[config.mk]
export PLATFORM = sky130hd
export DESIGN_NAME = msc_stats
export DESIGN_NICKNAME = d
export VERILOG_FILES = /design/src/pkg/msc_pkg.sv /design/src/rtl/msc_stats.sv
export SDC_FILE = /design/constraint.sdc
export NUM_CORES = 1
export LEC_CHECK = 0
export BUFFER_PORTS_ARGS = -buffer_cell sky130_fd_sc_hd__buf_2
export CAP_MARGIN = 20
export CORE_MARGIN = 2
export CORE_UTILIZATION = 55
export DETAILED_ROUTE_END_ITERATION = 16
export HOLD_SLACK_MARGIN = 0.06
export PLACE_DENSITY = 0.76
export SLEW_MARGIN = 10
export SYNTH_ARGS = -nofsm -noshare
export SYNTH_HDL_FRONTEND = slang
export SYNTH_SLANG_ARGS = --single-unit
[constraint.sdc]
create_clock -name i_clk_sys -period 7.2 [get_ports i_clk_sys]
set_clock_uncertainty 0.1 [all_clocks]
set_input_delay 0.36 -clock i_clk_sys [delete_from_list [all_inputs] [get_ports i_clk_sys]]
set_output_delay 0.36 -clock i_clk_sys [all_outputs]
set_load 0.02 [all_outputs]
[src/pkg/msc_pkg.sv]
// package: register map, field layout and status carriers of the frame statistics counters
package msc_pkg;

	// counter set
	localparam int NCNT      = 10;
	localparam int CNT_W     = 24;
	localparam int CI_SCOL   = 0;
	localparam int CI_MCOL   = 1;
	localparam int CI_GOODRX = 2;
	localparam int CI_CRC    = 3;
	localparam int CI_ALIGN  = 4;
	localparam int CI_DEFER  = 5;
	localparam int CI_LATE   = 6;
	localparam int CI_EXCESS_COLLISION_TALLY  = 7;
	localparam int CI_STARVE = 8;
	localparam int CI_CLOSS  = 9;

	// register offsets (byte addresses)
	localparam logic [7:0] OFF_CTRL = 8'h00;
	localparam logic [7:0] CNT_OFF [NCNT] = '{
		8'h04, 8'h08, 8'h0c, 8'h10, 8'h14, 8'h18, 8'h1c, 8'h20, 8'h24, 8'h28};

	// saturation values, i.e. the counter widths 16,16,24,8,8,16,8,8,8,8
	localparam logic [CNT_W-1:0] CNT_MAX [NCNT] = '{
		24'h00ffff, 24'h00ffff, 24'hffffff, 24'h0000ff, 24'h0000ff,
		24'h00ffff, 24'h0000ff, 24'h0000ff, 24'h0000ff, 24'h0000ff};
	localparam logic [CNT_W-1:0] CNT_RST = 24'h000000;

	// control register fields
	localparam int          CTRL_RXEN_BIT = 2;
	localparam int          CTRL_STWR_BIT = 7;
	localparam int          CTRL_BIG_BIT  = 8;
	localparam int          CTRL_HDX_BIT  = 9;
	localparam logic [31:0] CTRL_MASK     = 32'h0000_0384;
	localparam logic [31:0] CTRL_RST      = 32'h0000_0000;

	// frame limits
	localparam logic [13:0] LEN_MIN     = 14'd64;
	localparam logic [13:0] LEN_MAX     = 14'd1518;
	localparam logic [13:0] LEN_MAX_BIG = 14'd1536;
	localparam logic [4:0]  COLL_MULTI_HI = 5'd15;
	localparam logic [4:0]  COLL_EXCESS   = 5'd16;

	typedef struct packed {
		logic        cyc;
		logic        stb;
		logic        we;
		logic [7:0]  adr;
		logic [3:0]  sel;
		logic [31:0] dat;
	} msc_wb_req_t;

	typedef struct packed {
		logic        ack;
		logic [31:0] dat;
	} msc_wb_rsp_t;

	// one-cycle final status of a transmitted frame
	typedef struct packed {
		logic       valid;
		logic [4:0] ncoll;
		logic       late_coll;
		logic       underrun;
		logic       deferred;
		logic       carrier_err;
	} msc_tx_stat_t;

	// one-cycle final status of a received frame
	typedef struct packed {
		logic        valid;
		logic [13:0] len;
		logic        odd_bits;
		logic        crc_bad;
		logic        sym_err;
		logic        addr_match;
		logic        stored;
	} msc_rx_stat_t;

endpackage

[src/rtl/msc_stats.sv]
// module: frame statistics counters with a classic wishbone register slave
//
// Notes on behaviour
// - count frames sent without underrun after exactly one collision, 16 bits.
// - count frames sent after two to fifteen collisions, no underrun, 16 bits.
// - count good received frames that matched address and were stored, 24 bits.
// - good frame is 64 to 1518 bytes, 1536 with large frames, no errors.
// - count valid-length whole-byte frames with bad CRC, 8 bits.
// - a symbol error on a valid whole-byte frame also counts as CRC error.
// - count valid-length frames with stray bits and bad truncated CRC, 8 bits.
// - a symbol error on a valid frame with stray bits counts as alignment error.
// - count frames deferred by carrier sense on first attempt, 16 bits.
// - deferral count skips frames with any collision or underrun.
// - count frames with a collision after the 512-bit slot time, 8 bits.
// - a late collision counts as late and as an ordinary collision.
// - count frames dropped after 16 collisions, 8 bits.
// - count frames lost to transmit DMA starvation, 8 bits.
// - a starved frame advances no counter but the starvation count.
// - count clean frames where carrier sense was absent or dropped, 8 bits.
// - carrier loss count advances only in half duplex.
// - a carrier sense error leaves all other counters unaffected.
// - counters clear on read and stick at all ones.
// - software writes to counters only while control bit 7 is set.
// - receive counters advance only while receive is enabled.
`timescale 1ns/100ps

module msc_stats (
	// clock and reset
	input  wire logic                  i_clk_sys,
	input  wire logic                  i_rst,
	// register bus
	input  wire msc_pkg::msc_wb_req_t  i_wb,
	output msc_pkg::msc_wb_rsp_t       o_wb,
	// frame status from the mac engines
	input  wire msc_pkg::msc_tx_stat_t i_tx,
	input  wire msc_pkg::msc_rx_stat_t i_rx
);
	import msc_pkg::*;

	typedef struct packed {
		logic                       ack;
		logic [31:0]                rdat;
		logic [31:0]                ctrl;
		logic [NCNT-1:0][CNT_W-1:0] cnt;
	} msc_state_t;

	msc_state_t        state_q;
	msc_state_t        state_d;
	logic              bus_take;
	logic              rx_len_ok;
	logic [13:0]       rx_len_top;
	logic              tx_ok;
	logic              rx_on;
	logic [NCNT-1:0]   inc;
	logic [NCNT-1:0]   rd_hit;
	logic [NCNT-1:0]   wr_hit;
	logic [31:0]       wmask;

	// requests are taken only while ack is low, so each access acts exactly once
	assign bus_take = i_wb.cyc & i_wb.stb & ~state_q.ack;
	assign wmask    = {{8{i_wb.sel[3]}}, {8{i_wb.sel[2]}}, {8{i_wb.sel[1]}}, {8{i_wb.sel[0]}}};

	// receive classification
	assign rx_len_top = state_q.ctrl[CTRL_BIG_BIT] ? LEN_MAX_BIG : LEN_MAX;
	assign rx_len_ok  = (i_rx.len >= LEN_MIN) && (i_rx.len <= rx_len_top);
	assign rx_on      = i_rx.valid & state_q.ctrl[CTRL_RXEN_BIT];
	// starved frames are excluded everywhere except the starvation count
	assign tx_ok      = i_tx.valid & ~i_tx.underrun;

	// increment requests, one per final status pulse
	always_comb begin
		inc = '0;
		// the collision count includes any late collision
		inc[CI_SCOL]   = tx_ok && (i_tx.ncoll == 5'd1);
		inc[CI_MCOL]   = tx_ok && (i_tx.ncoll >= 5'd2) && (i_tx.ncoll <= COLL_MULTI_HI);
		inc[CI_GOODRX] = rx_on && rx_len_ok && ~i_rx.crc_bad && ~i_rx.sym_err &&
			i_rx.addr_match && i_rx.stored;
		inc[CI_CRC]    = rx_on && rx_len_ok && ~i_rx.odd_bits && (i_rx.crc_bad | i_rx.sym_err);
		inc[CI_ALIGN]  = rx_on && rx_len_ok && i_rx.odd_bits && (i_rx.crc_bad | i_rx.sym_err);
		inc[CI_DEFER]  = tx_ok && i_tx.deferred && (i_tx.ncoll == 5'd0);
		inc[CI_LATE]   = tx_ok && i_tx.late_coll;
		inc[CI_EXCESS_COLLISION_TALLY]  = tx_ok && (i_tx.ncoll == COLL_EXCESS);
		inc[CI_STARVE] = i_tx.valid && i_tx.underrun;
		// other counters ignore the carrier flag entirely
		inc[CI_CLOSS]  = tx_ok && i_tx.carrier_err && (i_tx.ncoll == 5'd0) &&
			state_q.ctrl[CTRL_HDX_BIT];
	end

	// address decode
	always_comb begin
		rd_hit = '0;
		wr_hit = '0;
		for (int i = 0; i < NCNT; i++) begin
			rd_hit[i] = bus_take && ~i_wb.we && (i_wb.adr[7:2] == CNT_OFF[i][7:2]);
			wr_hit[i] = bus_take && i_wb.we && state_q.ctrl[CTRL_STWR_BIT] &&
				(i_wb.adr[7:2] == CNT_OFF[i][7:2]);
		end
	end

	// next state
	always_comb begin
		state_d     = state_q;
		state_d.ack = bus_take;
		if (bus_take && i_wb.we && (i_wb.adr[7:2] == OFF_CTRL[7:2])) begin
			state_d.ctrl = ((state_q.ctrl & ~wmask) | (i_wb.dat & wmask)) & CTRL_MASK;
		end
		if (bus_take && ~i_wb.we) begin
			// unmapped addresses read as zero and writes to them are dropped
			state_d.rdat = '0;
			if (i_wb.adr[7:2] == OFF_CTRL[7:2]) begin
				state_d.rdat = state_q.ctrl;
			end
			for (int i = 0; i < NCNT; i++) begin
				if (rd_hit[i]) begin
					state_d.rdat = {8'h00, state_q.cnt[i]};
				end
			end
		end
		for (int i = 0; i < NCNT; i++) begin
			if (wr_hit[i]) begin
				state_d.cnt[i] = ((state_q.cnt[i] & ~wmask[CNT_W-1:0]) |
					(i_wb.dat[CNT_W-1:0] & wmask[CNT_W-1:0])) & CNT_MAX[i];
			end else if (rd_hit[i]) begin
				// an event in the clearing cycle is kept, so none is lost
				state_d.cnt[i] = inc[i] ? 24'h000001 : CNT_RST;
			end else if (inc[i] && (state_q.cnt[i] != CNT_MAX[i])) begin
				state_d.cnt[i] = state_q.cnt[i] + 24'h000001;
			end
		end
	end

	always_ff @(posedge i_clk_sys or posedge i_rst) begin
		if (i_rst) begin
			state_q.ack  <= 1'b0;
			state_q.rdat <= 32'h0000_0000;
			state_q.ctrl <= CTRL_RST;
			for (int i = 0; i < NCNT; i++) begin
				state_q.cnt[i] <= CNT_RST;
			end
		end else begin
			state_q <= state_d;
		end
	end

	assign o_wb = '{ack: state_q.ack, dat: state_q.rdat};

	// checks
	logic quiet;
	assign quiet = ~(i_wb.cyc & i_wb.stb);

	a_single_coll_count: assert property (
		@(posedge i_clk_sys) disable iff (i_rst)
		(quiet && i_tx.valid && !i_tx.underrun && i_tx.ncoll == 5'd1 &&
			state_q.cnt[CI_SCOL] != CNT_MAX[CI_SCOL])
		|=> state_q.cnt[CI_SCOL] == $past(state_q.cnt[CI_SCOL]) + 24'h000001)
		else $error("single collision frame not counted");

	a_starve_alone: assert property (
		@(posedge i_clk_sys) disable iff (i_rst)
		(quiet && i_tx.valid && i_tx.underrun && !i_rx.valid)
		|=> $stable(state_q.cnt[CI_SCOL]) && $stable(state_q.cnt[CI_MCOL]) &&
			$stable(state_q.cnt[CI_DEFER]) && $stable(state_q.cnt[CI_LATE]) &&
			$stable(state_q.cnt[CI_EXCESS_COLLISION_TALLY]) && $stable(state_q.cnt[CI_CLOSS]))
		else $error("starved frame touched another counter");

	a_rx_gate_off: assert property (
		@(posedge i_clk_sys) disable iff (i_rst)
		(quiet && !state_q.ctrl[CTRL_RXEN_BIT])
		|=> $stable(state_q.cnt[CI_GOODRX]) && $stable(state_q.cnt[CI_CRC]) &&
			$stable(state_q.cnt[CI_ALIGN]))
		else $error("receive counter moved while receive disabled");

	a_sat_hold: assert property (
		@(posedge i_clk_sys) disable iff (i_rst)
		(quiet && state_q.cnt[CI_CRC] == CNT_MAX[CI_CRC])
		|=> state_q.cnt[CI_CRC] == CNT_MAX[CI_CRC])
		else $error("counter wrapped past all ones");

	a_read_clears: assert property (
		@(posedge i_clk_sys) disable iff (i_rst)
		(bus_take && !i_wb.we && i_wb.adr[7:2] == CNT_OFF[CI_DEFER][7:2] && !i_tx.valid)
		|=> state_q.cnt[CI_DEFER] == CNT_RST &&
			state_q.rdat[CNT_W-1:0] == $past(state_q.cnt[CI_DEFER]) && state_q.ack)
		else $error("read did not return and clear the counter");

	a_write_locked: assert property (
		@(posedge i_clk_sys) disable iff (i_rst)
		(bus_take && i_wb.we && !state_q.ctrl[CTRL_STWR_BIT] && !i_tx.valid && !i_rx.valid)
		|=> $stable(state_q.cnt))
		else $error("counter written while writes are locked");

	a_closs_hdx: assert property (
		@(posedge i_clk_sys) disable iff (i_rst)
		(quiet && i_tx.valid && !state_q.ctrl[CTRL_HDX_BIT])
		|=> $stable(state_q.cnt[CI_CLOSS]))
		else $error("carrier loss counted in full duplex");

	a_big_frame_limit: assert property (
		@(posedge i_clk_sys) disable iff (i_rst)
		(quiet && i_rx.valid && i_rx.len > LEN_MAX && !state_q.ctrl[CTRL_BIG_BIT])
		|=> $stable(state_q.cnt[CI_GOODRX]))
		else $error("oversize frame counted as good");

	a_defer_no_coll: assert property (
		@(posedge i_clk_sys) disable iff (i_rst)
		(quiet && i_tx.valid && i_tx.ncoll != 5'd0)
		|=> $stable(state_q.cnt[CI_DEFER]))
		else $error("collided frame counted as deferred");

	a_ack_one_cycle: assert property (
		@(posedge i_clk_sys) disable iff (i_rst)
		bus_take |=> state_q.ack ##1 !state_q.ack)
		else $error("bus answer not a single cycle after request");

	a_write_lands: assert property (
		@(posedge i_clk_sys) disable iff (i_rst)
		(bus_take && i_wb.we && state_q.ctrl[CTRL_STWR_BIT] && i_wb.sel == 4'hf &&
			i_wb.adr[7:2] == CNT_OFF[CI_STARVE][7:2])
		|=> state_q.cnt[CI_STARVE] == ($past(i_wb.dat[CNT_W-1:0]) & CNT_MAX[CI_STARVE]))
		else $error("enabled counter write did not land");

	a_multi_coll_count: assert property (
		@(posedge i_clk_sys) disable iff (i_rst)
		(quiet && i_tx.valid && !i_tx.underrun && i_tx.ncoll >= 5'h02 &&
			i_tx.ncoll <= COLL_MULTI_HI && state_q.cnt[CI_MCOL] != CNT_MAX[CI_MCOL])
		|=> state_q.cnt[CI_MCOL] == $past(state_q.cnt[CI_MCOL]) + 24'h000001)
		else $error("multiple collision frame not counted");

	a_excess_not_multi: assert property (
		@(posedge i_clk_sys) disable iff (i_rst)
		(quiet && i_tx.valid && i_tx.ncoll == COLL_EXCESS)
		|=> $stable(state_q.cnt[CI_MCOL]) && $stable(state_q.cnt[CI_SCOL]))
		else $error("abandoned frame counted as sent");

	a_defer_count: assert property (
		@(posedge i_clk_sys) disable iff (i_rst)
		(quiet && i_tx.valid && !i_tx.underrun && i_tx.deferred && i_tx.ncoll == 5'h00 &&
			state_q.cnt[CI_DEFER] != CNT_MAX[CI_DEFER])
		|=> state_q.cnt[CI_DEFER] == $past(state_q.cnt[CI_DEFER]) + 24'h000001)
		else $error("deferred frame not counted");

	a_late_count: assert property (
		@(posedge i_clk_sys) disable iff (i_rst)
		(quiet && i_tx.valid && !i_tx.underrun && i_tx.late_coll &&
			state_q.cnt[CI_LATE] != CNT_MAX[CI_LATE])
		|=> state_q.cnt[CI_LATE] == $past(state_q.cnt[CI_LATE]) + 24'h000001)
		else $error("late collision not counted");

	a_late_also_coll: assert property (
		@(posedge i_clk_sys) disable iff (i_rst)
		(quiet && i_tx.valid && !i_tx.underrun && i_tx.late_coll && i_tx.ncoll >= 5'h02 &&
			i_tx.ncoll <= COLL_MULTI_HI && state_q.cnt[CI_MCOL] != CNT_MAX[CI_MCOL])
		|=> state_q.cnt[CI_MCOL] == $past(state_q.cnt[CI_MCOL]) + 24'h000001)
		else $error("late collision missing from collision count");

	a_excess_count: assert property (
		@(posedge i_clk_sys) disable iff (i_rst)
		(quiet && i_tx.valid && !i_tx.underrun && i_tx.ncoll == COLL_EXCESS &&
			state_q.cnt[CI_EXCESS_COLLISION_TALLY] != CNT_MAX[CI_EXCESS_COLLISION_TALLY])
		|=> state_q.cnt[CI_EXCESS_COLLISION_TALLY] == $past(state_q.cnt[CI_EXCESS_COLLISION_TALLY]) + 24'h000001)
		else $error("abandoned frame not counted");

	a_starve_count: assert property (
		@(posedge i_clk_sys) disable iff (i_rst)
		(quiet && i_tx.valid && i_tx.underrun &&
			state_q.cnt[CI_STARVE] != CNT_MAX[CI_STARVE])
		|=> state_q.cnt[CI_STARVE] == $past(state_q.cnt[CI_STARVE]) + 24'h000001)
		else $error("starved frame not counted");

	a_closs_count: assert property (
		@(posedge i_clk_sys) disable iff (i_rst)
		(quiet && i_tx.valid && !i_tx.underrun && i_tx.carrier_err && i_tx.ncoll == 5'h00 &&
			state_q.ctrl[CTRL_HDX_BIT] && state_q.cnt[CI_CLOSS] != CNT_MAX[CI_CLOSS])
		|=> state_q.cnt[CI_CLOSS] == $past(state_q.cnt[CI_CLOSS]) + 24'h000001)
		else $error("carrier loss not counted");

	a_closs_collided: assert property (
		@(posedge i_clk_sys) disable iff (i_rst)
		(quiet && i_tx.valid && i_tx.ncoll != 5'h00)
		|=> $stable(state_q.cnt[CI_CLOSS]))
		else $error("carrier loss counted on a collided frame");

	a_carrier_alone: assert property (
		@(posedge i_clk_sys) disable iff (i_rst)
		(quiet && i_tx.valid && i_tx.carrier_err && i_tx.ncoll == 5'h00 && !i_tx.late_coll &&
			!i_tx.deferred)
		|=> $stable(state_q.cnt[CI_SCOL]) && $stable(state_q.cnt[CI_MCOL]) &&
			$stable(state_q.cnt[CI_DEFER]) && $stable(state_q.cnt[CI_LATE]) &&
			$stable(state_q.cnt[CI_EXCESS_COLLISION_TALLY]))
		else $error("carrier sense error moved another counter");

	a_tx_quiet_hold: assert property (
		@(posedge i_clk_sys) disable iff (i_rst)
		(quiet && !i_tx.valid)
		|=> $stable(state_q.cnt[CI_SCOL]) && $stable(state_q.cnt[CI_MCOL]) &&
			$stable(state_q.cnt[CI_DEFER]) && $stable(state_q.cnt[CI_LATE]) &&
			$stable(state_q.cnt[CI_EXCESS_COLLISION_TALLY]) && $stable(state_q.cnt[CI_STARVE]) &&
			$stable(state_q.cnt[CI_CLOSS]))
		else $error("transmit counter moved without a frame");

	a_good_rx_count: assert property (
		@(posedge i_clk_sys) disable iff (i_rst)
		(quiet && i_rx.valid && state_q.ctrl[CTRL_RXEN_BIT] && i_rx.len >= LEN_MIN &&
			i_rx.len <= LEN_MAX && !i_rx.crc_bad && !i_rx.sym_err && i_rx.addr_match &&
			i_rx.stored && state_q.cnt[CI_GOODRX] != CNT_MAX[CI_GOODRX])
		|=> state_q.cnt[CI_GOODRX] == $past(state_q.cnt[CI_GOODRX]) + 24'h000001)
		else $error("good frame not counted");

	a_good_rx_unmatched: assert property (
		@(posedge i_clk_sys) disable iff (i_rst)
		(quiet && i_rx.valid && !(i_rx.addr_match && i_rx.stored))
		|=> $stable(state_q.cnt[CI_GOODRX]))
		else $error("unmatched or unstored frame counted as good");

	a_good_rx_errors: assert property (
		@(posedge i_clk_sys) disable iff (i_rst)
		(quiet && i_rx.valid && (i_rx.crc_bad || i_rx.sym_err))
		|=> $stable(state_q.cnt[CI_GOODRX]))
		else $error("errored frame counted as good");

	a_big_frame_max: assert property (
		@(posedge i_clk_sys) disable iff (i_rst)
		(quiet && i_rx.valid && i_rx.len > LEN_MAX_BIG)
		|=> $stable(state_q.cnt[CI_GOODRX]))
		else $error("frame above large limit counted as good");

	a_crc_count: assert property (
		@(posedge i_clk_sys) disable iff (i_rst)
		(quiet && i_rx.valid && state_q.ctrl[CTRL_RXEN_BIT] && i_rx.len >= LEN_MIN &&
			i_rx.len <= LEN_MAX && !i_rx.odd_bits && (i_rx.crc_bad || i_rx.sym_err) &&
			state_q.cnt[CI_CRC] != CNT_MAX[CI_CRC])
		|=> state_q.cnt[CI_CRC] == $past(state_q.cnt[CI_CRC]) + 24'h000001)
		else $error("crc error not counted");

	a_crc_whole_only: assert property (
		@(posedge i_clk_sys) disable iff (i_rst)
		(quiet && i_rx.valid && i_rx.odd_bits)
		|=> $stable(state_q.cnt[CI_CRC]))
		else $error("frame with stray bits counted as crc error");

	a_align_count: assert property (
		@(posedge i_clk_sys) disable iff (i_rst)
		(quiet && i_rx.valid && state_q.ctrl[CTRL_RXEN_BIT] && i_rx.len >= LEN_MIN &&
			i_rx.len <= LEN_MAX && i_rx.odd_bits && (i_rx.crc_bad || i_rx.sym_err) &&
			state_q.cnt[CI_ALIGN] != CNT_MAX[CI_ALIGN])
		|=> state_q.cnt[CI_ALIGN] == $past(state_q.cnt[CI_ALIGN]) + 24'h000001)
		else $error("alignment error not counted");

	a_err_bad_len: assert property (
		@(posedge i_clk_sys) disable iff (i_rst)
		(quiet && i_rx.valid && (i_rx.len < LEN_MIN || i_rx.len > LEN_MAX_BIG ||
			(i_rx.len > LEN_MAX && !state_q.ctrl[CTRL_BIG_BIT])))
		|=> $stable(state_q.cnt[CI_CRC]) && $stable(state_q.cnt[CI_ALIGN]))
		else $error("error counted on a frame of bad length");

	a_rx_quiet_hold: assert property (
		@(posedge i_clk_sys) disable iff (i_rst)
		(quiet && !i_rx.valid)
		|=> $stable(state_q.cnt[CI_GOODRX]) && $stable(state_q.cnt[CI_CRC]) &&
			$stable(state_q.cnt[CI_ALIGN]))
		else $error("receive counter moved without a frame");

	// every counter gets the same bound and step checks
	for (genvar g = 0; g < NCNT; g++) begin : g_cnt_chk
		a_cnt_bounded: assert property (
			@(posedge i_clk_sys) disable iff (i_rst)
			state_q.cnt[g] <= CNT_MAX[g])
			else $error("counter above its width");

		a_cnt_one_step: assert property (
			@(posedge i_clk_sys) disable iff (i_rst)
			quiet |=> (state_q.cnt[g] == $past(state_q.cnt[g])) ||
				(state_q.cnt[g] == $past(state_q.cnt[g]) + 24'h000001))
			else $error("counter moved more than one step");
	end

endmodule

* Word-level counts from Yosys, hierarchy flattened *
Index checks and enable logic that the tools add are counted.

storage, ports and cells
  register bits after elaboration = 277
  input port bits = 79
  output and inout bits = 33
  word-level logic and storage cells = 205

operators by class
  add/sub/neg operators = 10
  magnitude comparators = 4
  equal/unequal tests = 22
  multiplexer cells = 52
  bitwise logic cells = 37
  reductions and logical operators = 67

operator list
  cell                                                                        count
  24-bit two-way mux                                                          35
  24-bit by 1-bit adder with 24-bit output (second input constant)            10
  32-bit two-way mux                                                          5
  24-bit by 8-bit inequality test with 1-bit output (second input constant)   6
  24-bit by 16-bit inequality test with 1-bit output (second input constant)  3
  1-bit logical AND                                                           55
  16-bit bitwise AND                                                          3
  24-bit bitwise AND                                                          2
  8-bit bitwise AND                                                           6
  16-bit bitwise OR                                                           3
  8-bit bitwise OR                                                            6
  3-bit nonzero test                                                          10
  6-bit by 3-bit equality test with 1-bit output (second input constant)      4
  24-bit inequality test (second input constant)                              1
  24-bit NOT                                                                  1
  24-bit bitwise OR                                                           1
  10-bit bitwise AND                                                          2
  10-bit two-way mux                                                          2
  6-bit by 4-bit equality test with 1-bit output (second input constant)      3
  14-bit by 7-bit >= comparator with 1-bit output (second input constant)     1
  14-bit by 11-bit <= comparator with 1-bit output                            1
  6-bit by 2-bit equality test with 1-bit output (second input constant)      2
  1-bit two-way mux                                                           10
  10-bit NOT                                                                  1
  other kinds (11)                                                            19

* Longest topological paths before layout *
Gate-level depths: netlist of run 1.

  word-level depth = 14
  depth in mapped cells = 10
  mapped depth without buffers = 8

* Worst setup path before layout of run 1 *
No wires, ideal clock.

  kind = flip-flop to flip-flop
  start = reg with a tool-made name
  end = reg with a tool-made name
  library setup time = 121 ps
  arrival time = 2,462 ps
  required time = 6,979 ps
  path slack = 4,517 ps
  stages on the path, launching flop included = 11
  buffers on the path = 2
  clock period less this slack = 2,683 ps
  cell sequence = dfrtp_1 > inv_1 > ha_1 > and3_1 > a221o_1 > o221a_1 > buf_2 > nor2_1 > clkbuf_1 > a41oi_1 > o22a_1

==> results of run 1 <==
==> Yosys cell counts (all sizes together) (34+ instances only) <==
| library cell | instances | area [um2] |
|---|---|---|
| buf | 89 | 559 |
| xnor2 | 34 | 298 |
| a21oi | 102 | 514 |
| nor4 | 61 | 433 |
| clkbuf | 61 | 231 |
| o32a | 49 | 490 |
| a31oi | 42 | 263 |
| xor2 | 66 | 578 |
| and3 | 52 | 325 |
| inv | 49 | 184 |
| nand2 | 227 | 855 |
| nand4 | 60 | 375 |
| dfrtp | 269 | 6730 |
| nor2 | 243 | 927 |
| nand3 | 123 | 616 |
| o21ai | 199 | 1020 |
| nor3 | 56 | 302 |
==> power breakdown <==
group	leakage [nW]	switching [mW]	total [mW]	internal (mW)
Combinational	4.13	0.297	0.449	0.152
Sequential	3.62	0.0952	1.67	1.58
Clock	0.508	0.667	1.61	0.946
==> final timing paths <==
check / endpoint / cells past startpoint / startpoint / slack [ns]
max: flip-flop / 7 / o_wb[32] / 3.54
min: flip-flop / 4 / i_wb[10] / 0.07
max reg2reg: flip-flop / 7 / o_wb[32] / 3.54
min in group asynchronous: state_q[179] / 3 / i_rst / 0.19
min reg2reg: o_wb[20] / 2 / o_wb[20] / 0.38
max in group asynchronous: async pin / 4 / i_rst / 5.47
==> worst reg2reg max path, delay by kind of cell (launching register included) <==
family                 cells  cell delay [ns]
buffers and inverters      1             0.39
and+or+nand+nor            3             1.81
AOI/OAI and AO/OA          3             0.78
DFF                        1             0.44
==> cells by family after synthesis <==
family                   count (synthesis)  share of synthesized area
AO/OA/AOI/OAI                          642                      0.236
XOR/XNOR                               100                     0.0468
adder cells (fa/ha/maj)                 18                     0.0120
buffers and inverters                  199                     0.0521
flip-flops                             269                      0.360
multiplexers                            56                     0.0349
other                                    1                   0.000200
AND/OR/NAND/NOR                        951                      0.259
==> cell type report <==
class                   count  area [um2]  share of cell area
diodes                      1        2.50            0.000123
clock buffers              51         971              0.0477
clock inverters             6        57.6             0.00283
inverters                  49         188             0.00922
multi-input cells        1775       11100               0.544
flip-flops and latches    269        6730               0.331
well taps                 448         561              0.0275
repair buffers            130         778              0.0382
==> cells in the final DEF (no fill, tap or decap), drive strengths merged, types with 56 or more instances in the layout <==
master / count
a21oi: 102
o21ai: 199
nand4: 60
nor2: 243
xor2: 66
buf: 119
nor3: 56
nand2: 227
nor4: 61
dfrtp: 269
nand3: 123
==> metal layers <==
metal	routed length [um]	part of all wire
met2	30200	0.43
met3	8220	0.12
met5	0	0
met4	5740	0.082
met1	26100	0.37
==> impl_metrics.env, run 1 <==
export IMPL_outcome="completed"
export IMPL_critPathTopFamily="simple AND/OR/NAND/NOR gates"
export IMPL_grt_pass1_vias=18100
export IMPL_met2_usage=0.592
export IMPL_start_util=0.558
export IMPL_worstMarginPinSlew_ns=1.19
export IMPL_cts_root_buf="clkbuf_16"
export IMPL_syn_area_um2=18700
export IMPL_drv_cap=0
export IMPL_place_gp_congestion=0.994
export IMPL_clockBufferDepth=3
export IMPL_setup_violations=0
export IMPL_io_buffers=92
export IMPL_hold_buffers=10
export IMPL_cts_buffers_inserted=31
export IMPL_vias=19500
export IMPL_worstSetupPathType="flip-flop to flip-flop"
export IMPL_viasPerCell=7.15
export IMPL_coreArea_um2=33500
export IMPL_nNetsFinal=2353
export IMPL_slowest_stage="nor2_2"
export IMPL_drc=0
export IMPL_fin_cells=2729
export IMPL_power_mw=3.73
export IMPL_htree_num_levels=1
export IMPL_cts_resized=0
export IMPL_required_ns=7.53
export IMPL_synth_seq_area_share=0.360
export IMPL_rsz0062_at_grt="no"
export IMPL_max_slew_margin=0.192
export IMPL_area_growth_pct=8.85
export IMPL_slew_violations=0
export IMPL_busiest_layer="met2"
export IMPL_ioPinCount=112
export IMPL_cp_end_kind="flip-flop"
export IMPL_final_area_um2=20400
export IMPL_layout_drive_gt1_share=0.114
export IMPL_startpoint_type="flip-flop"
export IMPL_p_leak_nw=8.25
export IMPL_path_cells="nand3b_4 -> inv_1 -> nand2_1 -> nor2_2 -> o22ai_2 -> o21ai_0 -> o21ai_0"
export IMPL_die_width_um=188
export IMPL_pwr_density_cell_nw_per_um2=183
export IMPL_fin_ws_ns=3.54
export IMPL_ant_nets=0
export IMPL_grt_pass1_wl_um=108000
export IMPL_num_rows=67
export IMPL_hold_viol=0
export IMPL_clkLatencyLatePin_ns=0.59
export IMPL_synth_edf_count=0
export IMPL_synth_avg_cell_area_um2=8.37
export IMPL_fillers=2999
export IMPL_worst_hold_slack_ns=0.0709
export IMPL_grt_antenna_before_repair=1
export IMPL_cts_tree="built"
export IMPL_clock_sinks=269
export IMPL_peakVddDrop_mv=0.195
export IMPL_drt_pre_antenna_iters=6
export IMPL_finalSetupTns_ns=0
export IMPL_die_area_um2=35500
export IMPL_critPathBufInv=1
export IMPL_placed_cells=2659
export IMPL_cp_arrival_ns=3.99
export IMPL_worstPathMaxFanout=18
export IMPL_dp_hpwl_um=50100
export IMPL_synth_async_reset_ratio=1.00
export IMPL_fmax_ghz=0.273
export IMPL_syn_inst=2236
export IMPL_post_drt_wl_per_cell_um=25.7
export IMPL_grtUsageMet3=0.0782
export IMPL_synth_main_ff_cell="dfrtp_1"
export IMPL_yosys_warnings=0
export IMPL_grt_max_degree=182
export IMPL_post_cts_buffers=0
export IMPL_synth_distinct_cells=104
export IMPL_placed_area_um2=19200
export IMPL_drtIter0Drc=3064
export IMPL_layout_min_cycle_time_ns=3.66
export IMPL_cp_common_cell="o21ai_0"
export IMPL_use_met1=0.515
export IMPL_critPathMaxStageDelay_ns=0.94
export IMPL_grt_usage=0.391
export IMPL_period_share=0.508
export IMPL_utilization=0.607
export IMPL_wl_um=70200
export IMPL_hold_class="input port to flip-flop"
export IMPL_pre_cts_ws_ns=3.26
export IMPL_die_h_um=188
export IMPL_clk_pin_slew_ns=0.06
export IMPL_gr_total_overflow=0
export IMPL_ys_seq_elements=269
Note: power is estimated with default switching activity, not from simulation.
==> run 2: changes to the inputs <==
Settings changed: PLACE_DENSITY 0.76 to 0.73.
Clock period 7.2 ns to 3.6 ns, I/O delays scaled along.
==> impl_metrics.env, run 2 (same netlist as run 1, synthesis figures left out) <==
export IMPL_die_width_um=188
export IMPL_grt_max_degree=97
export IMPL_wl_um=71200
export IMPL_cp_arrival_ns=3.94
export IMPL_die_h_um=188
export IMPL_fmax_ghz=0.283
export IMPL_post_cts_buffers=0
export IMPL_drtIter0Drc=2652
export IMPL_power_frac_seq=0.447
export IMPL_p_sw_frac=0.284
export IMPL_cp_end_kind="flip-flop"
export IMPL_cts_root_buf="clkbuf_16"
export IMPL_fillers=2935
export IMPL_clock_sinks=269
export IMPL_power_frac_clock=0.429
export IMPL_p_int_mw=5.37
export IMPL_gr_total_overflow=0
export IMPL_outcome="completed"
export IMPL_max_slew_margin=0.299
export IMPL_hold_viol=0
export IMPL_p_sw_mw=2.13
export IMPL_io_buffers=92
export IMPL_grtUsageMet3=0.0739
export IMPL_required_ns=4.01
export IMPL_drt_pre_antenna_iters=8
export IMPL_post_drt_wl_per_cell_um=25.4
export IMPL_nNetsFinal=2420
export IMPL_layout_commonest_cell="dfrtp_1"
export IMPL_ioPinCount=112
export IMPL_drc=0
export IMPL_busiest_layer="met2"
export IMPL_worstMarginPinSlew_ns=1.04
export IMPL_cts_tree="built"
export IMPL_cts_buffers_inserted=30
export IMPL_peakVddDrop_mv=0.408
export IMPL_comb_power_share=0.124
export IMPL_die_area_um2=35500
export IMPL_layout_drive_gt1_share=0.130
export IMPL_worst_hold_slack_ns=0.0752
export IMPL_grt_pass1_wl_um=109000
export IMPL_clkLatencyLatePin_ns=0.59
export IMPL_num_rows=67
export IMPL_startpoint_type="flip-flop"
export IMPL_worstSetupPathType="flip-flop to flip-flop"
export IMPL_dp_hpwl_um=52300
export IMPL_slew_violations=0
export IMPL_grt_usage=0.396
export IMPL_worstPathMaxFanout=10
export IMPL_power_mw=7.50
export IMPL_clk_pin_slew_ns=0.06
export IMPL_period_share=0.980
export IMPL_drv_cap=0
export IMPL_setup_violations=0
export IMPL_start_util=0.558
export IMPL_pwr_density_cell_nw_per_um2=358
export IMPL_grt_antenna_before_repair=5
export IMPL_met2_usage=0.600
export IMPL_viasPerCell=7.06
export IMPL_use_met1=0.527
export IMPL_coreArea_um2=33500
export IMPL_ant_nets=0
export IMPL_hold_class="input port to flip-flop"
export IMPL_vias=19700
export IMPL_mostFrequentLayoutCells="dfrtp_1 (269), nor2_1 (238), nand2_1 (225)"
export IMPL_layout_min_cycle_time_ns=3.53
export IMPL_grt_pass1_vias=18200
export IMPL_place_gp_congestion=1.03
export IMPL_htree_num_levels=1
export IMPL_p_leak_nw=8.58
export IMPL_clockBufferDepth=3
export IMPL_area_growth_pct=12.1
==> run 2: changes by cell type in the layout (fill, tap and decap cells not counted), sizes merged <==
cell and delta:
buf +46, dlygate4sd3 +23, clkbuf -10, diode +4, bufinv +2, clkinv +2, clkinvlp +1
==> run 2: layout make-up <==
| class | count | area [um2] | share of cell area |
|---|---|---|---|
| multi-input cells | 1775 | 11100 | 0.529 |
| flip-flops and latches | 269 | 6730 | 0.321 |
| repair buffers | 198 | 1390 | 0.0662 |
| clock buffers | 42 | 867 | 0.0413 |
| well taps | 448 | 561 | 0.0267 |
| inverters | 49 | 188 | 0.00895 |
| clock inverters | 11 | 135 | 0.00644 |
| diodes | 5 | 12.5 | 0.000596 |
==> run 2: final timing paths <==
| check | from | end | slack (ns) | cells past startpoint |
|---|---|---|---|---|
| hold reg to reg | o_wb[11] | o_wb[11] | 0.38 | 2 |
| max in group asynchronous | i_rst | async pin | 2.65 | 4 |
| min in group asynchronous | i_rst | state_q[183] | 0.21 | 4 |
| setup / recovery | o_wb[32] | flip-flop | 0.07 | 9 |
| setup reg to reg | o_wb[32] | flip-flop | 0.07 | 9 |
| hold / removal | i_tx[1] | state_q[137] | 0.08 | 5 |
==> run 2: worst max-delay path: stages, from the launching register on <==
cell and delay [ns]:
dfrtp_1 0.46, nand3b_4 0.28, dlygate4sd3_1 0.62, inv_1 0.17, buf_4 0.19, nand2_1 0.36, o21ai_4 0.39, a21oi_1 0.07
a211oi_1 0.23, dlygate4sd3_1 0.57
==> run 2: repair_timing <==
action	in CTS	in global routing
endpoints found under the setup margin	0	6
gates resized for setup	0	5
endpoints found under the hold margin	307	0
hold buffers	33	0
==> run 2: routing by layer <==
| metal | share of wire | up-vias |
|---|---|---|
| li1 | - | 8590 |
| met1 | 0.38 | 9418 |
| met2 | 0.43 | 1434 |
| met3 | 0.11 | 305 |
| met4 | 0.082 | 0 |
| met5 | 0 | - |
==> run 2: metrics by stage <==
stage | worst slack (ns) | TNS (ns) | cells | instance area [um2] | utilization
6_report | 0.0723 | 0 | 2797 | 21000 | 0.626
3_5_place_dp | 0.542 | 0 | 2706 | 19600 | 0.585
2_1_floorplan | -0.233 | -62.80 | 2243 | 18700 | -
4_1_cts | 0.0579 | 0 | 2792 | 20900 | 0.624
5_1_grt | -0.0172 | -0.0291 | 2796 | 21000 | 0.625
3_3_place_gp | 0.593 | 0 | 2706 | 19600 | 0.585
==> run 2: power by group through the flow <==
stage / Sequential, mW / Clock (mW) / Combinational [mW]
4_1_cts: 3.34 / 3.23 / 0.909
6_report: 3.35 / 3.21 / 0.932
2_1_floorplan: 3.32 / 0 / 0.631
5_1_grt: 3.36 / 3.34 / 1.01
3_3_place_gp: 3.39 / 0 / 0.859
3_5_place_dp: 3.39 / 0 / 0.881
